File: src/pkg/mps_cfg.svh
// Timing constants and documented default values for the motor PWM and ADC trigger block.
`ifndef MPS_CFG_SVH
`define MPS_CFG_SVH
`define MPS_CLK_MHZ 100
`define MPS_START_DEF 16'hF448
`define MPS_MOD_DEF 16'h0BB7
`define MPS_DEAD_NS 1500
`define MPS_DEAD_CYC ((`MPS_DEAD_NS * `MPS_CLK_MHZ + 999) / 1000)
`define MPS_PRE0_NS (`MPS_DEAD_NS / 2)
`define MPS_PRE0_CYC ((`MPS_PRE0_NS * `MPS_CLK_MHZ + 999) / 1000)
`define MPS_ADC_DIV 4
`define MPS_ADC_TICKS 13
`define MPS_SLOW_DIV 16
`define MPS_SLOW_MULT 10
`define MPS_PWM_USED 6
`endif

File: src/pkg/mps_pkg.sv
// Types shared by the motor PWM and ADC trigger block.
package mps_pkg;
  typedef enum logic {MPS_ADC_IDLE, MPS_ADC_CONV} mps_adc_state_t;
  typedef struct packed {
    logic hi;
    logic lo;
    logic cur;
    logic [7:0] cnt;
  } mps_pair_st_t;
  typedef struct packed {
    mps_adc_state_t state;
    logic sel;
    logic [1:0] div;
    logic [3:0] tick;
    logic [11:0] data;
    logic done;
    logic done_sel;
  } mps_adc_st_t;
  typedef struct packed {
    logic signed [15:0] cnt;
    logic fault;
    logic trig_en;
    logic [15:0] pdb_cnt;
    logic run;
    logic pre0_pend;
    logic seq_err;
    logic dly;
    logic [3:0] unread;
    logic [3:0][11:0] res;
    logic fast_irq;
    logic [3:0] slow_pre;
    logic [15:0] slow_cnt;
    logic slow_irq;
  } mps_top_st_t;
endpackage : mps_pkg

File: src/pkg/mps_if.sv
// Interfaces between the top and its converter and dead-time pair modules.
`timescale 1ns/100ps
interface mps_adc_if;
  logic start;
  logic sel;
  logic done;
  logic done_sel;
  logic [11:0] result;
  modport ctl (output start, output sel, input done, input done_sel, input result);
  modport conv (input start, input sel, output done, output done_sel, output result);
endinterface : mps_adc_if

interface mps_pair_if;
  logic ref_lvl;
  logic en;
  logic hi;
  logic lo;
  modport ctl (output ref_lvl, output en, input hi, input lo);
  modport pair (input ref_lvl, input en, output hi, output lo);
endinterface : mps_pair_if

File: src/core/mps_dtpair.sv
// Complementary output pair with dead-time insertion and fault shutdown.
`timescale 1ns/100ps
`include "mps_cfg.svh"
module mps_dtpair import mps_pkg::*; (
  input wire logic clk,
  input wire logic rst_n,
  mps_pair_if.pair pb
);
  localparam logic [7:0] DEAD = 8'(`MPS_DEAD_CYC);
  mps_pair_st_t st_r, st_nxt;

  always_comb begin
    st_nxt = st_r;
    if (!pb.en || pb.ref_lvl != st_r.cur) begin
      st_nxt.hi = 1'b0;
      st_nxt.lo = 1'b0;
      // The gap spans the load cycle plus the countdown, so one less is loaded.
      st_nxt.cnt = DEAD - 8'h01;
      st_nxt.cur = pb.ref_lvl;
    end else if (st_r.cnt != 8'h00) begin
      st_nxt.cnt = st_r.cnt - 8'h01;
    end else begin
      st_nxt.hi = st_r.cur;
      st_nxt.lo = ~st_r.cur;
    end
  end

  always_ff @(posedge clk or negedge rst_n) begin
    if (!rst_n) begin
      st_r <= '{hi: 1'b0, lo: 1'b0, cur: 1'b0, cnt: 8'h00};
    end else begin
      st_r <= st_nxt;
    end
  end

  assign pb.hi = st_r.hi;
  assign pb.lo = st_r.lo;

  never_both_a: assert property (@(posedge clk) disable iff (!rst_n) !(pb.hi && pb.lo))
    else $error("pair drives both outputs");
  dead_gap_a: assert property (@(posedge clk) disable iff (!rst_n)
    (pb.en && pb.ref_lvl != st_r.cur) |=> (!pb.hi && !pb.lo) [*8])
    else $error("dead time gap too short");
  fault_off_a: assert property (@(posedge clk) disable iff (!rst_n) !pb.en |=> !pb.hi && !pb.lo)
    else $error("outputs not off during fault");
endmodule : mps_dtpair

File: src/core/mps_adc.sv
// 12-bit converter paced by a divided clock and started only by pre-triggers.
`timescale 1ns/100ps
`include "mps_cfg.svh"
module mps_adc import mps_pkg::*; (
  input wire logic clk,
  input wire logic rst_n,
  input wire logic [1:0][11:0] sample,
  mps_adc_if.conv ab
);
  localparam logic [1:0] DIV_LAST = 2'(`MPS_ADC_DIV - 1);
  localparam logic [3:0] TICKS = 4'(`MPS_ADC_TICKS);
  mps_adc_st_t st_r, st_nxt;
  logic tick;

  // conversion clock is bus clock over four
  assign tick = st_r.div == DIV_LAST;

  always_comb begin
    st_nxt = st_r;
    st_nxt.done = 1'b0;
    st_nxt.div = st_r.div + 2'h1;
    unique case (st_r.state)
      MPS_ADC_IDLE: begin
        if (ab.start) begin
          st_nxt.state = MPS_ADC_CONV;
          st_nxt.sel = ab.sel;
          st_nxt.data = sample[ab.sel];
          st_nxt.tick = 4'h0;
          st_nxt.div = 2'h0;
        end
      end
      MPS_ADC_CONV: begin
        if (tick) begin
          st_nxt.tick = st_r.tick + 4'h1;
          if (st_r.tick == TICKS - 4'h1) begin
            st_nxt.state = MPS_ADC_IDLE;
            st_nxt.done = 1'b1;
            st_nxt.done_sel = st_r.sel;
          end
        end
      end
    endcase
  end

  always_ff @(posedge clk or negedge rst_n) begin
    if (!rst_n) begin
      st_r <= '{state: MPS_ADC_IDLE, sel: 1'b0, div: 2'h0, tick: 4'h0, data: 12'h000, done: 1'b0, done_sel: 1'b0};
    end else begin
      st_r <= st_nxt;
    end
  end

  assign ab.done = st_r.done;
  assign ab.done_sel = st_r.done_sel;
  assign ab.result = st_r.data;

  conv_length_a: assert property (@(posedge clk) disable iff (!rst_n)
    (st_r.state == MPS_ADC_IDLE && ab.start) |=> ##52 ab.done)
    else $error("conversion length wrong");
  start_only_a: assert property (@(posedge clk) disable iff (!rst_n)
    (st_r.state == MPS_ADC_IDLE && !ab.start) |=> st_r.state == MPS_ADC_IDLE)
    else $error("conversion started without trigger");
endmodule : mps_adc

File: src/core/mps_top.sv
// Three-phase PWM timer, trigger-delay block, two converters and slow-loop timer.
`timescale 1ns/100ps
`include "mps_cfg.svh"
module mps_top import mps_pkg::*; (
  input wire logic clk,
  input wire logic rst_n,
  input wire logic [15:0] counter_start_value,
  input wire logic [15:0] counter_modulo,
  input wire logic [2:0][15:0] duty_value,
  input wire logic [7:0] output_mask_control,
  input wire logic fault_enable,
  input wire logic fault_in_n,
  input wire logic trig_on,
  input wire logic trig_off,
  input wire logic [15:0] interrupt_delay_value,
  input wire logic [3:0][11:0] adc_sample,
  input wire logic [3:0] result_read,
  input wire logic seq_err_clear,
  input wire logic delay_clear,
  output logic [7:0] pwm_out,
  output logic reload_trigger,
  output logic [1:0] pre_trigger,
  output logic [3:0][11:0] adc_result,
  output logic [3:0] result_unread,
  output logic fast_loop_irq,
  output logic trig_delay_irq,
  output logic seq_err_flag,
  output logic delay_flag,
  output logic slow_loop_irq,
  output logic trig_enabled,
  output logic [15:0] pwm_count
);
  localparam logic [15:0] PRE0_DLY = 16'(`MPS_PRE0_CYC);
  localparam logic [3:0] SLOW_LAST = 4'(`MPS_SLOW_DIV - 1);

  mps_top_st_t st_r, st_nxt;
  logic reload, fault_act, pre0_fire, slow_tick;
  logic [1:0] adc_done, adc_dsel, pre1_fire;
  logic [1:0][11:0] adc_res;
  logic [5:0] pair_out;
  logic [16:0] span;
  logic [15:0] slow_mod;

  mps_adc_if adc_bus[2] ();
  mps_pair_if pair_bus[3] ();

  ////////////////////////////////////////////////////////////////////////////
  // reload at the modulo value
  assign reload = st_r.cnt >= $signed(counter_modulo);
  assign fault_act = fault_enable && !fault_in_n;
  assign reload_trigger = reload && st_r.trig_en;
  // pre-trigger 0 after half a dead time
  assign pre0_fire = st_r.run && st_r.pre0_pend && st_r.pdb_cnt == PRE0_DLY;

  genvar g;
  generate
    for (g = 0; g < 3; g++) begin : g_pair
      assign pair_bus[g].ref_lvl = st_r.cnt < $signed(duty_value[g]);
      // pair disabled while fault holds or until reload
      assign pair_bus[g].en = !st_r.fault && !fault_act;
      assign pair_out[2 * g] = pair_bus[g].hi;
      assign pair_out[2 * g + 1] = pair_bus[g].lo;
      mps_dtpair u_pair (
        .clk(clk),
        .rst_n(rst_n),
        .pb(pair_bus[g])
      );
    end
    for (g = 0; g < 2; g++) begin : g_adc
      assign adc_done[g] = adc_bus[g].done;
      assign adc_dsel[g] = adc_bus[g].done_sel;
      assign adc_res[g] = adc_bus[g].result;
      // back-to-back start of the second conversion
      assign pre1_fire[g] = adc_done[g] && !adc_dsel[g];
      assign adc_bus[g].start = pre0_fire || pre1_fire[g];
      assign adc_bus[g].sel = !pre0_fire;
      mps_adc u_adc (
        .clk(clk),
        .rst_n(rst_n),
        .sample(adc_sample[2 * g + 1 -: 2]),
        .ab(adc_bus[g])
      );
    end
  endgenerate

  assign pwm_out = {2'b00, pair_out} & ~output_mask_control;
  assign pre_trigger = {|pre1_fire, pre0_fire};

  // slow period derived from the PWM modulo and start value
  assign span = 17'($signed(counter_modulo) - $signed(counter_start_value)) + 17'h0_0001;
  assign slow_mod = 16'(17'(span[16:4]) * 17'(`MPS_SLOW_MULT));
  assign slow_tick = st_r.slow_pre == SLOW_LAST;

  ////////////////////////////////////////////////////////////////////////////
  always_comb begin
    st_nxt = st_r;
    st_nxt.cnt = reload ? $signed(counter_start_value) : st_r.cnt + 16'sh0001;
    st_nxt.fault = fault_act ? 1'b1 : (reload ? 1'b0 : st_r.fault);
    // enabled by default; software toggles it
    if (trig_off) begin
      st_nxt.trig_en = 1'b0;
    end
    if (trig_on) begin
      st_nxt.trig_en = 1'b1;
    end
    // delay counter on the same clock
    if (st_r.run && st_r.pdb_cnt != 16'hFFFF) begin
      st_nxt.pdb_cnt = st_r.pdb_cnt + 16'h0001;
    end
    if (pre0_fire) begin
      st_nxt.pre0_pend = 1'b0;
    end
    if (reload_trigger) begin
      st_nxt.pdb_cnt = 16'h0000;
      st_nxt.run = 1'b1;
      st_nxt.pre0_pend = 1'b1;
    end
    if (delay_clear) begin
      st_nxt.dly = 1'b0;
    end
    if (st_r.run && st_r.pdb_cnt == interrupt_delay_value) begin
      st_nxt.dly = 1'b1;
    end
    st_nxt.unread = st_r.unread & ~result_read;
    if (seq_err_clear) begin
      st_nxt.seq_err = 1'b0;
    end
    if ((pre0_fire && (st_r.unread[0] || st_r.unread[2])) || (pre1_fire[0] && st_r.unread[1])
        || (pre1_fire[1] && st_r.unread[3])) begin
      st_nxt.seq_err = 1'b1;
    end
    for (int i = 0; i < 2; i++) begin
      if (adc_done[i]) begin
        st_nxt.res[2 * i + int'(adc_dsel[i])] = adc_res[i];
        st_nxt.unread[2 * i + int'(adc_dsel[i])] = 1'b1;
      end
    end
    // fast-loop interrupt on first conversion complete
    st_nxt.fast_irq = pre1_fire[0];
    st_nxt.slow_pre = st_r.slow_pre + 4'h1;
    st_nxt.slow_irq = 1'b0;
    if (slow_tick) begin
      if (st_r.slow_cnt >= slow_mod) begin
        st_nxt.slow_cnt = 16'h0000;
        st_nxt.slow_irq = 1'b1;
      end else begin
        st_nxt.slow_cnt = st_r.slow_cnt + 16'h0001;
      end
    end
  end

  always_ff @(posedge clk or negedge rst_n) begin
    if (!rst_n) begin
      st_r <= '{cnt: 16'sh0000, fault: 1'b0, trig_en: 1'b1, pdb_cnt: 16'h0000, run: 1'b0,
                pre0_pend: 1'b0, seq_err: 1'b0, dly: 1'b0, unread: 4'h0, res: '0, fast_irq: 1'b0,
                slow_pre: 4'h0, slow_cnt: 16'h0000, slow_irq: 1'b0};
    end else begin
      st_r <= st_nxt;
    end
  end

  assign trig_delay_irq = st_r.seq_err || st_r.dly;
  assign seq_err_flag = st_r.seq_err;
  assign delay_flag = st_r.dly;
  assign adc_result = st_r.res;
  assign result_unread = st_r.unread;
  assign fast_loop_irq = st_r.fast_irq;
  assign slow_loop_irq = st_r.slow_irq;
  assign trig_enabled = st_r.trig_en;
  assign pwm_count = st_r.cnt;

  ////////////////////////////////////////////////////////////////////////////
  counter_reload_a: assert property (@(posedge clk) disable iff (!rst_n)
    reload |=> st_r.cnt == $signed($past(counter_start_value)))
    else $error("counter did not reload to start value");
  mask_hold_a: assert property (@(posedge clk) disable iff (!rst_n) pwm_out[7:6] == 2'b00)
    else $error("unused channel active");
  fault_recover_a: assert property (@(posedge clk) disable iff (!rst_n)
    (st_r.fault && !fault_act && !reload) |=> st_r.fault)
    else $error("fault cleared before reload");
  trig_at_reload_a: assert property (@(posedge clk) disable iff (!rst_n)
    reload_trigger |-> reload && st_r.trig_en)
    else $error("trigger off reload");
  delay_restart_a: assert property (@(posedge clk) disable iff (!rst_n)
    reload_trigger |=> st_r.pdb_cnt == 16'h0000 && st_r.run)
    else $error("delay counter not restarted");
  pre0_delay_a: assert property (@(posedge clk) disable iff (!rst_n)
    (reload_trigger && !trig_on && !trig_off) |-> ##76 pre0_fire)
    else $error("pre-trigger 0 late or missing");
  back_to_back_a: assert property (@(posedge clk) disable iff (!rst_n)
    (adc_done[0] && !adc_dsel[0]) |-> adc_bus[0].start && adc_bus[0].sel)
    else $error("pre-trigger 1 not immediate");
  seq_error_a: assert property (@(posedge clk) disable iff (!rst_n)
    (pre0_fire && st_r.unread[0]) |=> st_r.seq_err)
    else $error("sequence error missed");
  delay_irq_a: assert property (@(posedge clk) disable iff (!rst_n)
    (st_r.run && st_r.pdb_cnt == interrupt_delay_value) |=> trig_delay_irq && st_r.dly)
    else $error("delay interrupt missed");
  fast_irq_a: assert property (@(posedge clk) disable iff (!rst_n)
    $rose(fast_loop_irq) |-> $past(adc_done[0]) && !$past(adc_dsel[0]))
    else $error("fast interrupt without conversion");
  slow_irq_a: assert property (@(posedge clk) disable iff (!rst_n)
    slow_loop_irq |-> st_r.slow_cnt == 16'h0000 && st_r.slow_pre == 4'h0)
    else $error("slow interrupt misplaced");

  ////////////////////////////////////////////////////////////////////////////
  // Checks on the flags, counters, conversion sequencing and results, the trigger gate and the output gating that software relies on.
  fault_gate_a: assert property (@(posedge clk) disable iff (!rst_n)
    (fault_enable && !fault_in_n) |=> pwm_out[5:0] == 6'h00)
    else $error("outputs live during enabled fault");
  fault_sticky_a: assert property (@(posedge clk) disable iff (!rst_n)
    fault_act |=> st_r.fault)
    else $error("fault not latched");
  fault_release_a: assert property (@(posedge clk) disable iff (!rst_n)
    (st_r.fault && !fault_act && reload) |=> !st_r.fault)
    else $error("fault not released at reload");
  counter_step_a: assert property (@(posedge clk) disable iff (!rst_n)
    !reload |=> st_r.cnt == $past(st_r.cnt) + 16'sh0001)
    else $error("counter did not step by one");
  trig_off_a: assert property (@(posedge clk) disable iff (!rst_n)
    (trig_off && !trig_on) |=> !trig_enabled)
    else $error("trigger not disabled");
  trig_on_a: assert property (@(posedge clk) disable iff (!rst_n)
    trig_on |=> trig_enabled)
    else $error("trigger not re-enabled");
  trig_hold_a: assert property (@(posedge clk) disable iff (!rst_n)
    (!trig_on && !trig_off) |=> trig_enabled == $past(trig_enabled))
    else $error("trigger enable changed by itself");
  pre0_once_a: assert property (@(posedge clk) disable iff (!rst_n)
    (pre0_fire && !reload_trigger) |=> !st_r.pre0_pend)
    else $error("pre-trigger 0 still pending");
  adc1_b2b_a: assert property (@(posedge clk) disable iff (!rst_n)
    (adc_done[1] && !adc_dsel[1]) |-> adc_bus[1].start && adc_bus[1].sel)
    else $error("second converter missed pre-trigger 1");
  result_store_a: assert property (@(posedge clk) disable iff (!rst_n)
    (adc_done[0] && !adc_dsel[0]) |=> adc_result[0] == $past(adc_res[0]) && result_unread[0])
    else $error("phase result not stored");
  bus_result_a: assert property (@(posedge clk) disable iff (!rst_n)
    (adc_done[1] && adc_dsel[1]) |=> adc_result[3] == $past(adc_res[1]) && result_unread[3])
    else $error("bus result not stored");
  seq_pre1_a: assert property (@(posedge clk) disable iff (!rst_n)
    (pre1_fire[0] && st_r.unread[1]) |=> st_r.seq_err)
    else $error("sequence error missed on pre-trigger 1");
  seq_hold_a: assert property (@(posedge clk) disable iff (!rst_n)
    (st_r.seq_err && !seq_err_clear) |=> st_r.seq_err)
    else $error("sequence error lost");
  unread_clear_a: assert property (@(posedge clk) disable iff (!rst_n)
    (result_read[2] && !(adc_done[1] && !adc_dsel[1])) |=> !result_unread[2])
    else $error("read did not clear unread bit");
  delay_hold_a: assert property (@(posedge clk) disable iff (!rst_n)
    (st_r.dly && !delay_clear) |=> st_r.dly)
    else $error("delay flag lost");
  delay_clear_a: assert property (@(posedge clk) disable iff (!rst_n)
    (delay_clear && !(st_r.run && st_r.pdb_cnt == interrupt_delay_value)) |=> !delay_flag)
    else $error("delay flag not cleared");
  delay_count_a: assert property (@(posedge clk) disable iff (!rst_n)
    (st_r.run && !reload_trigger && st_r.pdb_cnt != 16'hFFFF) |=> st_r.pdb_cnt == $past(st_r.pdb_cnt) + 16'h0001)
    else $error("delay counter skipped");
  fast_pulse_a: assert property (@(posedge clk) disable iff (!rst_n)
    fast_loop_irq |=> !fast_loop_irq)
    else $error("fast interrupt longer than one cycle");
  slow_gap_a: assert property (@(posedge clk) disable iff (!rst_n)
    slow_loop_irq |=> !slow_loop_irq)
    else $error("slow interrupt longer than one cycle");
  slow_tick_a: assert property (@(posedge clk) disable iff (!rst_n)
    slow_loop_irq |-> $past(st_r.slow_pre) == SLOW_LAST)
    else $error("slow interrupt off prescaler tick");
  mask_apply_a: assert property (@(posedge clk) disable iff (!rst_n)
    (pwm_out & output_mask_control) == 8'h00)
    else $error("masked channel active");
  pair_comp_a: assert property (@(posedge clk) disable iff (!rst_n)
    pwm_out[1:0] != 2'b11 && pwm_out[3:2] != 2'b11 && pwm_out[5:4] != 2'b11)
    else $error("pair output shoot-through");
endmodule : mps_top

File: config.mk
export PLATFORM = sky130hd
export DESIGN_NAME = mps_top
export DESIGN_NICKNAME = d
export VERILOG_FILES = /design/src/pkg/mps_pkg.sv /design/src/pkg/mps_if.sv /design/src/core/mps_dtpair.sv /design/src/core/mps_adc.sv /design/src/core/mps_top.sv
export VERILOG_INCLUDE_DIRS = /design/src /design/src/pkg
export SDC_FILE = /design/constraint.sdc
export NUM_CORES = 1
export LEC_CHECK = 0
export ABC_AREA = 0
export ABC_CLOCK_PERIOD_IN_PS = 3130
export BUFFER_PORTS_ARGS = -buffer_cell sky130_fd_sc_hd__buf_2
export CORE_MARGIN = 5
export CORE_UTILIZATION = 45
export DETAILED_ROUTE_END_ITERATION = 8
export GPL_TIMING_DRIVEN = 0
export HOLD_SLACK_MARGIN = 0.06
export PLACE_DENSITY = 0.67
export SLEW_MARGIN = 20
export SYNTH_ARGS = -nofsm -noshare
export SYNTH_HDL_FRONTEND = slang
export SYNTH_SLANG_ARGS = --single-unit
File: constraint.sdc
create_clock -name clk -period 3.13 [get_ports clk]
set_input_delay 0.4695 -clock clk [delete_from_list [all_inputs] [get_ports clk]]
set_output_delay 0.4695 -clock clk [all_outputs]
set_load 0.1 [all_outputs]
Yosys cells after proc, flatten, opt, wreduce, memory -nomap -nowiden
Index checks and enable logic that the tools add are counted.
{"block": "classes", "eq_ne": 18, "n_reduce_logical": 49, "bitwise_logic": 11, "add_sub_neg": 14, "muxes": 63, "n_mul": 1, "n_lt_le_gt_ge": 10}
{"operator": "52-bit two-way mux", "n": 2}
{"operator": "48-bit bitwise mux", "n": 2}
{"operator": "12-bit two-way mux", "n": 6}
{"operator": "16-bit less-than comparator", "n": 3}
{"operator": "16-bit two-way mux", "n": 3}
{"operator": "8-bit two-way mux", "n": 6}
{"operator": "20-bit two-way mux", "n": 2}
{"operator": "16-bit by 1-bit adder with 16-bit output, second input constant", "n": 2}
{"operator": "16-bit greater-or-equal comparator", "n": 2}
{"operator": "2-bit two-way mux", "n": 14}
{"operator": "12-bit demux with 2-bit select", "n": 1}
{"operator": "8-bit nonzero test", "n": 3}
{"operator": "8-bit by 1-bit subtractor with 8-bit output, second input constant", "n": 3}
{"operator": "18-bit two-way mux", "n": 1}
{"operator": "2-bit nonzero test", "n": 9}
{"operator": "17-bit by 1-bit adder with 17-bit output, second input constant", "n": 1}
{"operator": "1-bit two-way mux", "n": 17}
{"operator": "16-bit by 16-bit subtractor with 17-bit output", "n": 1}
{"operator": "16-bit by 2-bit adder with 16-bit output, second input constant", "n": 1}
{"operator": "16-bit == test", "n": 1}
{"operator": "16-bit by 7-bit == test with 1-bit output, second input constant", "n": 1}
{"operator": "16-bit inequality test, second input constant", "n": 1}
{"operator": "4-bit one-hot mux with 2 select lines", "n": 2}
{"operator": "13-bit by 3-bit multiplier with 15-bit output, second input constant", "n": 1}
{"operator": "31 further kinds", "n": 81}
{"block": "totals", "output_inout_bits": 85, "ff_bits": 189, "word_cells": 209}

Logic depth before layout (Yosys ltp)
{"block": "logic_depth", "ltp_word": 8, "depth_mapped": 29}

Hierarchy
A second synthesis with hierarchy kept.
{"block": "unflattened", "cells_unflattened": 1344, "hier_area_um2": 12834.8}
{"mod": "mps_top", "n_inst": 1, "cells_per_inst": 960, "seq_area_each_um2": 2803.9, "area_each_um2": 8881.0}
{"mod": "mps_adc", "n_inst": 2, "cells_per_inst": 102, "seq_area_each_um2": 550.5, "area_each_um2": 1124.8}
{"mod": "mps_dtpair", "n_inst": 3, "cells_per_inst": 60, "seq_area_each_um2": 275.3, "area_each_um2": 568.0}

Least setup slack after synthesis
No wires, ideal clock.
{"block": "synth_timing", "kind": "input to register", "startpoint": "in counter_start_value[4]", "endpoint": "reg st_r[10] (netlist name)", "t_arrival_ns": 5.716, "setup_time_ns": 0.072, "path_slack_ns": -2.659, "cell_stages": 25, "path_buffers": 1, "cell_sequence": "inv_1 ha_1 ha_1 or3_1 o2111a_2 a311o_1 and2_2 nor2_1 ha_1 ha_1 nor2b_1 o21ai_0 a21oi_1 o21ai_0 a21boi_0 o2111a_1 a311oi_1 ha_1 a21o_1 a2111oi_0 nand2_1 o21ai_1 nor2_1 clkbuf_1 nor2_1"}
{"block": "synth_via", "elab_chain_cells": 5}
{"element": "from (decl)", "line_no": "mps_top.sv:7", "source": "input wire logic [15:0] counter_start_value,"}
{"element": "16-bit by 16-bit subtractor with 17-bit output", "line_no": "mps_top.sv:90", "source": "assign span = 17'($signed(counter_modulo) - $signed(counter_start_value)) + 17'h0_0001;"}
{"element": "17-bit by 1-bit adder with 17-bit output", "line_no": "mps_top.sv:90"}
{"element": "13-bit by 3-bit multiplier with 15-bit output", "line_no": "mps_top.sv:91", "source": "assign slow_mod = 16'(17'(span[16:4]) * 17'(`MPS_SLOW_MULT));"}
{"element": "16-bit greater-or-equal comparator", "line_no": "mps_top.sv:143", "source": "if (st_r.slow_cnt >= slow_mod) begin"}
{"element": "16-bit two-way mux", "line_no": "mps_top.sv:143"}
{"element": "to (signal assigned)", "line_no": "mps_top.sv:154", "source": "st_r <= '{cnt: 16'sh0000, fault: 1'b0, trig_en: 1'b1, pdb_cnt: 16'h0000, run: 1'b0,"}
{"element": "to (signal assigned)", "line_no": "mps_top.sv:158", "source": "st_r <= st_nxt;"}
{"element": "to (decl)", "line_no": "mps_top.sv:36", "source": "mps_top_st_t st_r, st_nxt;"}
No other way between the ends.
A chain may end at the register's enable or synchronous reset.

Final worst setup path
{"block": "layout_timing", "startpoint": "in counter_start_value[4]", "endpoint": "reg st_r[3] (netlist name)"}
Same word-level chain as after synthesis.

==> qor.txt <==
grt peak-use layer - met2
vias per cell - 5.033
H-tree levels - 4
post-route ant nets - 0
largest cells by area after synthesis - dfrtp_1 37%, ha_1 14%, mux2i_1 4.7%
Setup Viol. Count Final - 17
first-pass GRT wire length - 51580 µm
proportion of layout cells with a drive suffix above 1 - 0.3002
CP most frequent cell - ha_4
non-filler cells, final - 2093
synth unique cells - 72
outcome - finished with violations
root buf cell - clkbuf_16
core footprint - 0.02801 mm²
DR WL/cell - 15.30 µm
Synth Register Bits - 189
final WL - 32020 µm
total I/O pin count - 249
TritonCTS Buffers - 17
Worst-path clk slew - 0.08 ns
Final Cell Area - 0.01608 mm²
Mapped Cells - 1397
Relative slew margins - 0.5394
synthesized area per cell - 9.205 µm²
worst flop-to-flop path startpoint - pwm_count[9]
TNS Setup - -35.69 ns
failing checks - setup timing
Starting Density - 0.4591
Synth top area share - 0.3658
Total GRT Usage - 0.1983
pre-CTS WS - -2.867 ns
fin worst setup slack - -2.168 ns
crit-path max cell delay - 0.44 ns
worst slew pin tran - 0.6890 ns
Worst EP arrival - 5.66 ns
FF-to-FF path depth - 11
vias - 10530
Rows - 61
flop2flop setup slack - 0.34 ns
Layout Nets - 2005
met3 usage - 0.03290
CTS tree - done
Critical Setup Path Class - in2reg
Post-synth EDFFs - 0
min cycle time layout - 5.298 ns
critical path peak fanout - 5
Yosys Warn Count - 0
VDD IR max - 0.3723 mV
met2 track demand over resource - 0.3345
FFs w/ async S/R, synth - 1.000
Die X - 179.1 µm
Die Area - 0.03206 mm²
Pwr Total - 11.22 mW
DP Cell Count - 2022
R2R Path End - st_r[95]
CP startpoint kind - primary input
CP top delay family - compound AO/OA/AOI/OAI gates
count leader, synth - dfrtp_1
initial detailed-routing violation count - 509
Fmax - 188.7 MHz
number of global-route vias before repair - 10450
Port Buf Inserts - 244
Top FF cell, synth - dfrtp_1
Req. time, crit path - 3.49 ns
slowest CP cell - a311o_1
grt total ovfl - 0
Final Cycle Share - 1.693
RSZ-0062 raised after global routing - yes
Critical Path Start - counter_start_value[4]
Post-Route Skew - 0.02698 ns
Crit path buffers/inverters - 3
max cap viols - 0
Critical Path Stages - 25
final max-slew violation count - 0
hpwl dp - 24390 µm
DIE HEIGHT - 179.1 µm
met1 global-route usage - 0.2685
area added between synthesis and finish - 25.01%
Worst setup EP type - flop
Placed Instance Area - 0.01478 mm²
DRC Markers - 0
CP endpoint - st_r[3]
Final Hold Fails - 0
Leakage - 8.346 nW
share of the yosys chip area belonging to registers - 0.3679
Worst Hold Class - in2reg
CTS Sinks - 189
Util after Layout - 0.5739
WHS - 0.1925 ns
initial antenna violation count - 6
clk_lat worst skew - 0.45 ns
Clock Tree Buf Depth - 2
power density over the cells - 698.0 mW/mm²
Synth top cells by count - 188 x dfrtp_1, 144 x nand2_1, 141 x ha_1
# fillers - 2493
largest area contributor in the netlist - dfrtp_1
GPL Wtd Cong - 0.8700
Pre-antenna DRT Iters - 5
pin count of the biggest net entering global routing - 92
Mapped Area - 0.01286 mm²
-- sequential cells by signal, indices dropped and copies added (netlist names), 2 cells and up --
signal / count
adc_result: 48
st_r: 39
g_pair.u_pair.st_r: 27
g_adc.u_adc.ab.result: 24
g_adc.u_adc.st_r: 16
pwm_count: 16
result_unread: 4
g_pair.u_pair.pb.hi: 3
g_pair.u_pair.pb.lo: 3
g_adc.u_adc.ab.done: 2
g_adc.u_adc.ab.done_sel: 2
-- worst reg2reg max path, cell delays in order, from the launching register on --
cell and delay [ns]:
dfrtp_2 0.43, ha_4 0.22, a21o_1 0.14, a21o_1 0.18
a21oi_2 0.13, nor2_1 0.07, a211o_1 0.31, o211ai_4 0.21
buf_4 0.14, buf_4 0.17, clkbuf_1 0.47, o22ai_1 0.15
-- routing by layer --
layer  share of wire  up-vias
li1                -     5307
met1            0.46     5020
met2            0.49      175
met3           0.037       26
met4           0.012        6
met5         0.00087        -
-- how the worst min path moves through the flow --
stage	start	end	slack, ns	cells past startpoint
final	result_read[2]	result_unread[2]	0.19	2
after global placement	g_adc[1].u_adc.st_r[18]	g_adc[1].u_adc.st_r[18]	0.42	1
after CTS	result_read[1]	result_unread[1]	0.18	2
after detailed placement	rst_n	pwm_count[3]	0.34	1
after floorplan	rst_n	adc_result[0]	0.17	0
after global routing	result_read[1]	result_unread[1]	0.19	2
-- layout make-up --
type	instances	area, µm²	share of cell area
Antenna cell	3	7.507	0.0004670
Buffer	105	693.2	0.04312
Clock buffer	17	425.4	0.02646
Clock inverter	15	226.5	0.01409
Inverter	132	513.0	0.03191
Multi-Input combinational cell	971	7375	0.4587
Sequential cell	189	4741	0.2949
Tap cell	378	473.0	0.02942
Timing Repair Buffer	283	1623	0.1009
-- cells in the final DEF, fill, tap and decap left out, types with 8 or more instances in the layout --
master       n
and3_1      11
inv_1      126
nor2_1     107
nand2_1    143
clkbuf_1    15
o21ai_0     39
nand4_1     20
nor4_1      11
nor2_4       8
dfrtp_2      8
mux2_2      30
nor3_1      15
ha_4        15
a211oi_1     8
a21oi_1     66
buf_2      253
buf_4      104
o21a_1       8
nor2b_1     18
dfrtp_1    180
xnor2_1     36
ha_1       124
nand2b_1    12
mux2i_1     61
a21o_1      17
clkbuf_16   17
nand3_1     41
xor2_1      62
-- power breakdown --
part           leakage [nW]  internal [mW]  switching [mW]
Combinational          5.68           2.42            3.32
Sequential             2.36           2.73           0.421
Clock                 0.307           1.13            1.20
-- timing repair --
action                     4_1_cts  5_1_grt
pin swaps                       26       25
resized for setup               54       35
hold buffers                     1        0
setup endpoints to repair       18       18
hold endpoints to repair        25        0
gates cloned                     1        0
setup buffers                   23       12
-- cells by family after synthesis --
kind of cell             share of synthesized area
AO/OA/AOI/OAI                              0.09798
XOR/XNOR                                   0.06674
adder cells (fa/ha/maj)                     0.1387
buffers and inverters                      0.09185
flip-flops                                  0.3679
multiplexers                               0.07375
other                                    0.0002916
AND/OR/NAND/NOR                             0.1628
Note: power is estimated with default switching activity, not from simulation.
